$ cat src/hdl/mlrf_map.svh
// Purpose: timing counts and reset values of the loop reset sequencer
// Assumes: a single 10 MHz clock, period 100 ns
// Notes: every delay rounds up to whole clock cycles, never below one

`ifndef MLRF_MAP_SVH
`define MLRF_MAP_SVH

// ***************************************************************
// clock and delays
// ***************************************************************
`define MLRF_CLK_PERIOD_NS 100
`define MLRF_DEGLITCH_NS 150
`define MLRF_INPUT_TO_INTERNAL_DELAY_NS 150
`define MLRF_INTERNAL_TO_OUTPUT_DELAY_NS 150
`define MLRF_RELEASE_DELAY_NS 150

`define MLRF_NS_TO_CYCLES(ns) \
	((((ns) + `MLRF_CLK_PERIOD_NS - 1) / `MLRF_CLK_PERIOD_NS) < 1 ? 1 : \
	(((ns) + `MLRF_CLK_PERIOD_NS - 1) / `MLRF_CLK_PERIOD_NS))

`define MLRF_DEGLITCH_CYCLES `MLRF_NS_TO_CYCLES(`MLRF_DEGLITCH_NS)
`define MLRF_INPUT_TO_INTERNAL_CYCLES `MLRF_NS_TO_CYCLES(`MLRF_INPUT_TO_INTERNAL_DELAY_NS)
`define MLRF_INTERNAL_TO_OUTPUT_CYCLES `MLRF_NS_TO_CYCLES(`MLRF_INTERNAL_TO_OUTPUT_DELAY_NS)
`define MLRF_RELEASE_CYCLES `MLRF_NS_TO_CYCLES(`MLRF_RELEASE_DELAY_NS)

// ***************************************************************
// reset values of outputs
// ***************************************************************
`define MLRF_RST_BACKPLANE 1'b1
`define MLRF_RST_LOOP_OUT_ASSERT 1'b1
`define MLRF_RST_MODULE_ASSERT 1'b1
`define MLRF_RST_SYNC 3'h0

`endif

$ cat src/hdl/mlrf_pkg.sv
// Purpose: types shared by the loop reset sequencer files
// Assumes: one-hot state codes
// Notes: none

package mlrf_pkg;

	typedef enum logic [8:0]
	{
		MLRF_ST_INIT = 9'h001,
		MLRF_ST_WAIT = 9'h002,
		MLRF_ST_CHECK = 9'h004,
		MLRF_ST_RUN = 9'h008,
		MLRF_ST_DEGLITCH = 9'h010,
		MLRF_ST_BP_RESET = 9'h020,
		MLRF_ST_MOD_RESET = 9'h040,
		MLRF_ST_OUT_RESET = 9'h080,
		MLRF_ST_RELAY = 9'h100
	} mlrf_state_t;

endpackage : mlrf_pkg

$ cat src/hdl/mlrf_loop_reset_seq.sv
// Purpose: reset sequencer of a mainframe on the daisy-chained reset loop
// Assumes: loop pins asynchronous; mainframe_ready and rst on clk
// Notes: only the mainframe itself originates reset; modules do not

`timescale 1ns/10ps
`default_nettype none
`include "mlrf_map.svh"

module mlrf_loop_reset_seq #(
	parameter int unsigned DEGLITCH_CYCLES = `MLRF_DEGLITCH_CYCLES,
	parameter int unsigned INPUT_TO_INTERNAL_CYCLES = `MLRF_INPUT_TO_INTERNAL_CYCLES,
	parameter int unsigned INTERNAL_TO_OUTPUT_CYCLES = `MLRF_INTERNAL_TO_OUTPUT_CYCLES,
	parameter int unsigned RELEASE_CYCLES = `MLRF_RELEASE_CYCLES,
	parameter int unsigned CNT_W = 8
)(
	// clock and reset
	input wire logic clk,
	input wire logic rst,
	// mainframe condition
	input wire logic mainframe_ready,
	// loop inputs from the preceding mainframe
	input wire logic source_ready_line_in,
	input wire logic dest_ready_line_in,
	input wire logic loop_reset_in_n,
	// loop outputs toward the next mainframe
	output logic source_ready_line_out,
	output logic dest_ready_line_out,
	output logic loop_reset_out_n,
	// resets inside the mainframe
	output logic backplane_reset,
	output logic bus_reset_n,
	// status
	output mlrf_pkg::mlrf_state_t seq_state,
	output logic glitch_rejected,
	output logic loop_relay_active
);

	import mlrf_pkg::*;

	// ***************************************************************
	// timer loads
	// ***************************************************************
	// a zero count is taken as one cycle so no timed state is skipped
	localparam int unsigned DEGLITCH_LOAD =
		(DEGLITCH_CYCLES > 1) ? DEGLITCH_CYCLES - 1 : 0;
	localparam int unsigned INPUT_TO_INTERNAL_LOAD =
		(INPUT_TO_INTERNAL_CYCLES > 1) ? INPUT_TO_INTERNAL_CYCLES - 1 : 0;
	localparam int unsigned INTERNAL_TO_OUTPUT_LOAD =
		(INTERNAL_TO_OUTPUT_CYCLES > 1) ? INTERNAL_TO_OUTPUT_CYCLES - 1 : 0;
	localparam int unsigned RELEASE_LOAD =
		(RELEASE_CYCLES > 1) ? RELEASE_CYCLES - 1 : 0;

	// ***************************************************************
	// declarations
	// ***************************************************************
	logic [2:0] sync_lines;
	logic loop_ready;
	logic loop_reset_in_active;
	logic loop_quiet;
	mlrf_state_t state;
	mlrf_state_t next_state;
	logic timer_restart;
	logic [CNT_W-1:0] timer_load;
	logic timer_expired;
	logic glitch_event;
	logic next_backplane_reset;
	logic next_loop_reset_out_assert;
	logic next_module_reset_assert;
	logic loop_reset_out_assert;
	logic module_reset_assert;

	// ***************************************************************
	// loop input synchronisation
	// ***************************************************************
	mlrf_sync2 #(
		.WIDTH(3)
	) u_sync (
		.clk(clk),
		.rst(rst),
		.async_in({source_ready_line_in, dest_ready_line_in, loop_reset_in_n}),
		.sync_out(sync_lines)
	);

	// ready means both lines high, reset means the line low
	assign loop_ready = sync_lines[2] & sync_lines[1];
	assign loop_reset_in_active = ~sync_lines[0];
	assign loop_quiet = loop_ready & ~loop_reset_in_active;

	// ***************************************************************
	// state timer
	// ***************************************************************
	// restarts on every state change so each state is timed from entry
	assign timer_restart = (next_state != state);

	always_comb
	begin
		timer_load = '0;
		unique case (next_state)
			MLRF_ST_CHECK,
			MLRF_ST_DEGLITCH:
				timer_load = CNT_W'(DEGLITCH_LOAD);
			MLRF_ST_BP_RESET:
				timer_load = CNT_W'(INPUT_TO_INTERNAL_LOAD);
			MLRF_ST_MOD_RESET:
				timer_load = CNT_W'(INTERNAL_TO_OUTPUT_LOAD);
			MLRF_ST_OUT_RESET:
				timer_load = CNT_W'(RELEASE_LOAD);
			default:
				timer_load = '0;
		endcase
	end

	mlrf_delay_timer #(
		.CNT_W(CNT_W)
	) u_timer (
		.clk(clk),
		.rst(rst),
		.restart(timer_restart),
		.load_value(timer_load),
		.expired(timer_expired)
	);

	// ***************************************************************
	// sequence of states
	// ***************************************************************
	// mainframe-only scheme; modules cannot start a loop reset
	always_comb
	begin
		next_state = state;
		if (!mainframe_ready)
		begin
			next_state = MLRF_ST_INIT;
		end
		else
		begin
			unique case (state)
				MLRF_ST_INIT:
					next_state = MLRF_ST_WAIT;
				MLRF_ST_WAIT:
				begin
					// stay while not ready or reset in held
					if (loop_quiet)
						next_state = MLRF_ST_CHECK;
				end
				MLRF_ST_CHECK:
				begin
					// lines re-sampled once the de-glitch time has passed
					if (timer_expired)
					begin
						if (loop_quiet)
						begin
							next_state = MLRF_ST_RUN;
						end
						else
						begin
							next_state = MLRF_ST_WAIT;
						end
					end
				end
				MLRF_ST_RUN:
				begin
					if (loop_reset_in_active)
						next_state = MLRF_ST_DEGLITCH;
				end
				MLRF_ST_DEGLITCH:
				begin
					if (timer_expired)
					begin
						if (loop_reset_in_active)
						begin
							next_state = MLRF_ST_BP_RESET;
						end
						else
						begin
							next_state = MLRF_ST_RUN;
						end
					end
				end
				MLRF_ST_BP_RESET:
				begin
					if (timer_expired)
						next_state = MLRF_ST_MOD_RESET;
				end
				MLRF_ST_MOD_RESET:
				begin
					// outgoing reset lags the input so pulses shrink around the loop
					if (timer_expired)
						next_state = MLRF_ST_OUT_RESET;
				end
				MLRF_ST_OUT_RESET:
				begin
					if (timer_expired)
						next_state = MLRF_ST_RELAY;
				end
				MLRF_ST_RELAY:
				begin
					// input reset passed on until released
					if (!loop_reset_in_active)
						next_state = MLRF_ST_RUN;
				end
				default:
					next_state = MLRF_ST_INIT;
			endcase
		end
	end

	always_ff @(posedge clk)
	begin
		if (rst)
			state <= MLRF_ST_INIT;
		else
			state <= next_state;
	end

	// ***************************************************************
	// output decode from the coming state
	// ***************************************************************
	always_comb
	begin
		next_backplane_reset = 1'b0;
		next_loop_reset_out_assert = 1'b0;
		next_module_reset_assert = 1'b0;
		unique case (next_state)
			MLRF_ST_INIT:
			begin
				next_backplane_reset = 1'b1;
				next_loop_reset_out_assert = 1'b1;
				next_module_reset_assert = 1'b1;
			end
			MLRF_ST_WAIT,
			MLRF_ST_CHECK:
				next_module_reset_assert = 1'b1;
			MLRF_ST_BP_RESET:
				next_backplane_reset = 1'b1;
			MLRF_ST_MOD_RESET:
			begin
				next_backplane_reset = 1'b1;
				next_module_reset_assert = 1'b1;
			end
			MLRF_ST_OUT_RESET:
			begin
				next_backplane_reset = 1'b1;
				next_module_reset_assert = 1'b1;
				next_loop_reset_out_assert = 1'b1;
			end
			MLRF_ST_RELAY:
			begin
				next_module_reset_assert = 1'b1;
				next_loop_reset_out_assert = 1'b1;
			end
			default:
			begin
				// run and de-glitch leave every reset released
				next_backplane_reset = 1'b0;
				next_loop_reset_out_assert = 1'b0;
				next_module_reset_assert = 1'b0;
			end
		endcase
	end

	// ***************************************************************
	// registered resets
	// ***************************************************************
	always_ff @(posedge clk)
	begin
		if (rst)
			backplane_reset <= `MLRF_RST_BACKPLANE;
		else
			backplane_reset <= next_backplane_reset;
	end

	always_ff @(posedge clk)
	begin
		if (rst)
			loop_reset_out_assert <= `MLRF_RST_LOOP_OUT_ASSERT;
		else
			loop_reset_out_assert <= next_loop_reset_out_assert;
	end

	always_ff @(posedge clk)
	begin
		if (rst)
			module_reset_assert <= `MLRF_RST_MODULE_ASSERT;
		else
			module_reset_assert <= next_module_reset_assert;
	end

	// ***************************************************************
	// registered loop outputs
	// ***************************************************************
	// ready lines follow the backplane reset inverted
	always_ff @(posedge clk)
	begin
		if (rst)
			source_ready_line_out <= ~`MLRF_RST_BACKPLANE;
		else
			source_ready_line_out <= ~next_backplane_reset;
	end

	always_ff @(posedge clk)
	begin
		if (rst)
			dest_ready_line_out <= ~`MLRF_RST_BACKPLANE;
		else
			dest_ready_line_out <= ~next_backplane_reset;
	end

	// active-low pins are the asserting flops inverted, glitch free
	assign loop_reset_out_n = ~loop_reset_out_assert;
	assign bus_reset_n = ~module_reset_assert;

	// ***************************************************************
	// glitch detection
	// ***************************************************************
	// a timed check that fails at expiry is a rejected glitch
	always_comb
	begin
		glitch_event = 1'b0;
		if (mainframe_ready && timer_expired)
		begin
			if (state == MLRF_ST_CHECK)
				glitch_event = ~loop_quiet;
			else if (state == MLRF_ST_DEGLITCH)
				glitch_event = ~loop_reset_in_active;
		end
	end

	// ***************************************************************
	// status
	// ***************************************************************
	always_ff @(posedge clk)
	begin
		if (rst)
			glitch_rejected <= 1'b0;
		else
			glitch_rejected <= glitch_event;
	end

	always_ff @(posedge clk)
	begin
		if (rst)
			loop_relay_active <= 1'b0;
		else
			loop_relay_active <= (next_state == MLRF_ST_RELAY);
	end

	assign seq_state = state;

endmodule : mlrf_loop_reset_seq
`default_nettype wire

$ cat src/hdl/mlrf_sync2.sv
// Purpose: two flip-flop synchroniser for the loop pins
// Assumes: inputs asynchronous to clk
// Notes: first stage is read only by the second

`timescale 1ns/10ps
`default_nettype none
`include "mlrf_map.svh"

module mlrf_sync2 #(
	parameter int unsigned WIDTH = 3
)(
	// clock and reset
	input wire logic clk,
	input wire logic rst,
	// lines
	input wire logic [WIDTH-1:0] async_in,
	output logic [WIDTH-1:0] sync_out
);

	logic [WIDTH-1:0] stage1;

	always_ff @(posedge clk)
	begin
		if (rst)
		begin
			stage1 <= WIDTH'(`MLRF_RST_SYNC);
			sync_out <= WIDTH'(`MLRF_RST_SYNC);
		end
		else
		begin
			stage1 <= async_in;
			sync_out <= stage1;
		end
	end

endmodule : mlrf_sync2
`default_nettype wire

$ cat src/hdl/mlrf_delay_timer.sv
// Purpose: down counter that times each sequencer state
// Assumes: load value is the cycle count minus one
// Notes: expired is a level while the count stands at zero

`timescale 1ns/10ps
`default_nettype none

module mlrf_delay_timer #(
	parameter int unsigned CNT_W = 8
)(
	// clock and reset
	input wire logic clk,
	input wire logic rst,
	// control
	input wire logic restart,
	input wire logic [CNT_W-1:0] load_value,
	// status
	output logic expired
);

	logic [CNT_W-1:0] count;

	always_ff @(posedge clk)
	begin
		if (rst)
			count <= '0;
		else if (restart)
			count <= load_value;
		else if (count != '0)
			count <= count - CNT_W'(1);
	end

	assign expired = (count == '0);

endmodule : mlrf_delay_timer
`default_nettype wire

$ cat config.mk
export PLATFORM = sky130hd
export DESIGN_NAME = mlrf_loop_reset_seq
export DESIGN_NICKNAME = d
export VERILOG_FILES = /design/src/hdl/mlrf_pkg.sv /design/src/hdl/mlrf_loop_reset_seq.sv /design/src/hdl/mlrf_sync2.sv /design/src/hdl/mlrf_delay_timer.sv
export VERILOG_INCLUDE_DIRS = /design/src /design/src/hdl
export SDC_FILE = /design/constraint.sdc
export NUM_CORES = 1
export LEC_CHECK = 0
export BUFFER_PORTS_ARGS = -buffer_cell sky130_fd_sc_hd__buf_2
export CORE_MARGIN = 2
export CORE_UTILIZATION = 40
export CTS_BUF_LIST = sky130_fd_sc_hd__clkbuf_4
export DETAILED_ROUTE_END_ITERATION = 12
export GPL_TIMING_DRIVEN = 0
export PLACE_DENSITY = 0.68
export SLEW_MARGIN = 20
export SYNTH_ARGS = -nofsm -noshare
export SYNTH_HDL_FRONTEND = slang
export SYNTH_HIERARCHICAL = 1
export SYNTH_SLANG_ARGS = --single-unit
export TNS_END_PERCENT = 10
$ cat constraint.sdc
create_clock -name clk -period 4 [get_ports clk]
set_input_delay 0.4 -clock clk [delete_from_list [all_inputs] [get_ports clk]]
set_output_delay 0.4 -clock clk [all_outputs]
set_load 0.05 [all_outputs]
==> qor.yml <==
outcome: "complete, no violations"
grt.overflow.total: 0
cts.repair_timing.setup_buffer_count: 0
wirelength_um: 3810
hp-class: "in -> reg"
post_drt_wl_per_cell_um: 13.1
stdcell_area_um2: 1970
grt_max_degree: 15
report.final.hold_viol_count: 0
timing_worst_setup_path_type: "reg -> reg"
area_delta_synth_final_pct: 15.8
register_area_share_after_synthesis_pct: 34.1
layout_setup_ws_ns: 0.645
relSlewSlack_pct: 61.0
layout.cells.non_filler: 291
coreArea_um2: 4060
chipWidth_um: 69.2
htreeDepth: 2
worstPathMaxFanout: 10
antenna_diode_instance_count: 0
synth_cells: 206
timing.fmax_ghz: 0.298
cts_tree: "built"
num_rows: 23
post_synth.cell_area_avg_um2: 8.27
cts-buffers-inserted: 5
grtUsageTotal_pct: 16.8
multi_input_comb_area_um2: 1030
post-route-period-util_pct: 83.9
final.min_clock_period_ns: 3.36
drive_gt1_share_pct: 21.2
vias: 1572
crit_slowest_cell: "a221o_1"
path_clk_slew_ns: 0.10
cts_hold_buffers: 0
nFillCells: 398
cp-start-kind: "register"
clock_tree.buffer_depth: 2
reg2reg_slack_ns: 0.64
total_of_buffers_placed_on_input_and_output_ports: 21
timing.critical_path.mode_cell: "nand4_1"
async_reset_ff_share_pct: 0
drt_pass1_iterations: 4
num_io_pins: 22
critical-path-max-stage-delay_ns: 0.44
yosys_most_used_dff: "dfxtp_1"
synth-edff-count: 0
setup_viol: 0
ys_ff_latch: 29
drc: 0
route.antenna.remaining_nets: 0
setup.worst_path.end_class: "register"
mappedNetlistArea_um2: 1700
worst_ep_arrival_time_ns: 3.56
ctsRootBufferMaster: "clkbuf_4"
dp_worst_setup_slack_ns: 0.742
cells_traversed_along_the_worst_timing_path: "nor4_4, and4bb_1, buf_6, nor4bb_1, nand4_1, a221o_1, xnor2_1, a21oi_1, nand4_1, clkbuf_1, a311oi_1, nor3_1"
yosys_warnings: 6
rsz0062_at_grt: "no"
timing_max_transition_violations_final: 0
max-cap-violations: 0
fin_nets: 247
grt_first_pass_wirelength_um: 6570
worst_clock_skew_ns: 0.0155
totalNegativeSetupSlack_ns: 0
dp_hpwl_um: 2780
total_leakage_power_nw: 0.853
design_power_total_w: 0.000810
slew_of_the_pin_with_the_lowest_slew_margin_ns: 0.581
post_place_instance_area_um2: 1890
timing.critical_path.required_ns: 4.21
sequential_cell_area_um2: 581
clock_sinks: 29
grt_pass1_vias: 1441
drt-initial-drc-count: 126
number_of_distinct_library_cells_after_synthesis: 54
dieArea_um2: 4790
placed_cells: 283
pwr_cell_area_nw_per_um2: 411
route.detailed.vias_per_inst: 5.40
cts.repair.resized: 0
worst_ir_drop_vdd_mv: 0.233
effective_utilization_at_floorplan_pct: 42.0
die_h_um: 69.2
worst_skew_pair.late_latency_ns: 0.33
gp_congestion: 0.906
grt_antenna_before_repair: 0
## metal layers
metal	GRT usage, %	vias to the layer above	share of wire, %
li1	-	803	-
met1	21.1	735	45
met2	27.9	26	49
met3	3.49	8	3.9
met4	7.19	0	1.9
met5	0	-	0
## cells by family after synthesis
kind of cell | synth area share, %
other | 0.220
AOI/OAI and AO/OA | 15.9
DFF | 34.1
and+or+nand+nor | 36.0
buffers and inverters | 6.61
adders and majority gates | 0.735
muxes | 1.76
xor gates and xnor gates | 4.63
## path summary, 6_finish.rpt
path	from	end	cells after the start
max reg2reg	u_timer/count[3]$_SDFFE_PP0P_	u_timer/count[7]$_SDFFE_PP0P_	12
max	u_timer/count[3]$_SDFFE_PP0P_	u_timer/count[7]$_SDFFE_PP0P_	12
min	dest_ready_line_in	u_sync/stage1[1]$_SDFF_PP0_	2
min reg2reg	u_sync/stage1[0]$_SDFF_PP0_	u_sync/sync_out[0]$_SDFF_PP0_	1
## critical path, delay by kind of cell, from the launching register on
family,cells,cell delay [ns]
buffers and inverters,2,0.46
XOR/XNOR,1,0.16
AND/OR/NAND/NOR,6,1.33
flip-flops,1,0.37
AO/OA/AOI/OAI,3,0.90
## area by class of cell
cell class / count / share of cell area, %
Tap cell: 50 / 3.17
Inverter: 6 / 1.14
Buffer: 16 / 4.57
Clock buffer: 5 / 1.90
Timing Repair Buffer: 21 / 5.33
Clock inverter: 3 / 2.09
Sequential cell: 29 / 29.4
Multi-Input combinational cell: 161 / 52.3
## stage by stage
step	util (%)	hold slack [ns]
2_1_floorplan	-	0.414
3_3_place_gp	46.7	0.419
3_5_place_dp	46.7	0.423
4_1_cts	48.6	0.260
5_1_grt	48.6	0.268
6_report	48.6	0.269
## sequential cells by signal, summed over array words and instances, names as in the netlist
signal,cells
backplane_reset,1
dest_ready_line_out,1
glitch_rejected,1
loop_relay_active,1
loop_reset_out_assert,1
module_reset_assert,1
seq_state,9
u_sync/stage1,3
u_sync/sync_out,3
u_timer/count,8
## synth_stat cells, types with 2 or more instances
library cell / instances / area [um^2]
a211oi_1: 2 / 15.0
a21o_1: 2 / 15.0
a21oi_1: 6 / 30.0
and3_1: 2 / 12.5
and4b_1: 2 / 20.0
buf_2: 9 / 45.0
buf_6: 2 / 22.5
clkbuf_1: 4 / 15.0
dfxtp_1: 29 / 581
inv_1: 6 / 22.5
mux2i_1: 3 / 30.0
nand2_1: 19 / 71.3
nand2b_1: 3 / 18.8
nand3_1: 9 / 45.0
nand3b_1: 3 / 22.5
nand4_1: 3 / 18.8
nand4b_1: 2 / 17.5
nor2_1: 22 / 82.6
nor2b_1: 9 / 56.3
nor3_1: 12 / 60.1
nor3b_1: 3 / 22.5
nor4_1: 2 / 12.5
nor4_4: 2 / 42.5
o21ai_0: 4 / 20.0
o32ai_1: 6 / 52.6
or2_2: 3 / 18.8
or3_1: 2 / 12.5
or4_4: 2 / 22.5
xnor2_1: 4 / 35.0
xor2_1: 5 / 43.8
## where the power goes
part	internal, W	switching [W]	leakage (nW)
sequential	0.000316	0.0000264	0.238
clock	0.000129	0.000108	0.0389
combinational	0.0000998	0.000130	0.576
## cells in the final DEF, fill, tap and decap left out, drive strengths merged, types with 4 or more instances in the layout
master,Yosys,final
xnor2,4,4
a21oi,6,6
conb,1,7
nor3,12,12
nand3,9,9
xor2,5,5
nand2,19,19
o32ai,6,6
nor2b,9,9
o21ai,5,5
nor4,4,4
buf,12,33
dfxtp,29,29
clkbuf,4,9
nor2,22,22
inv,6,6
Note: power is estimated with default switching activity, not from simulation.
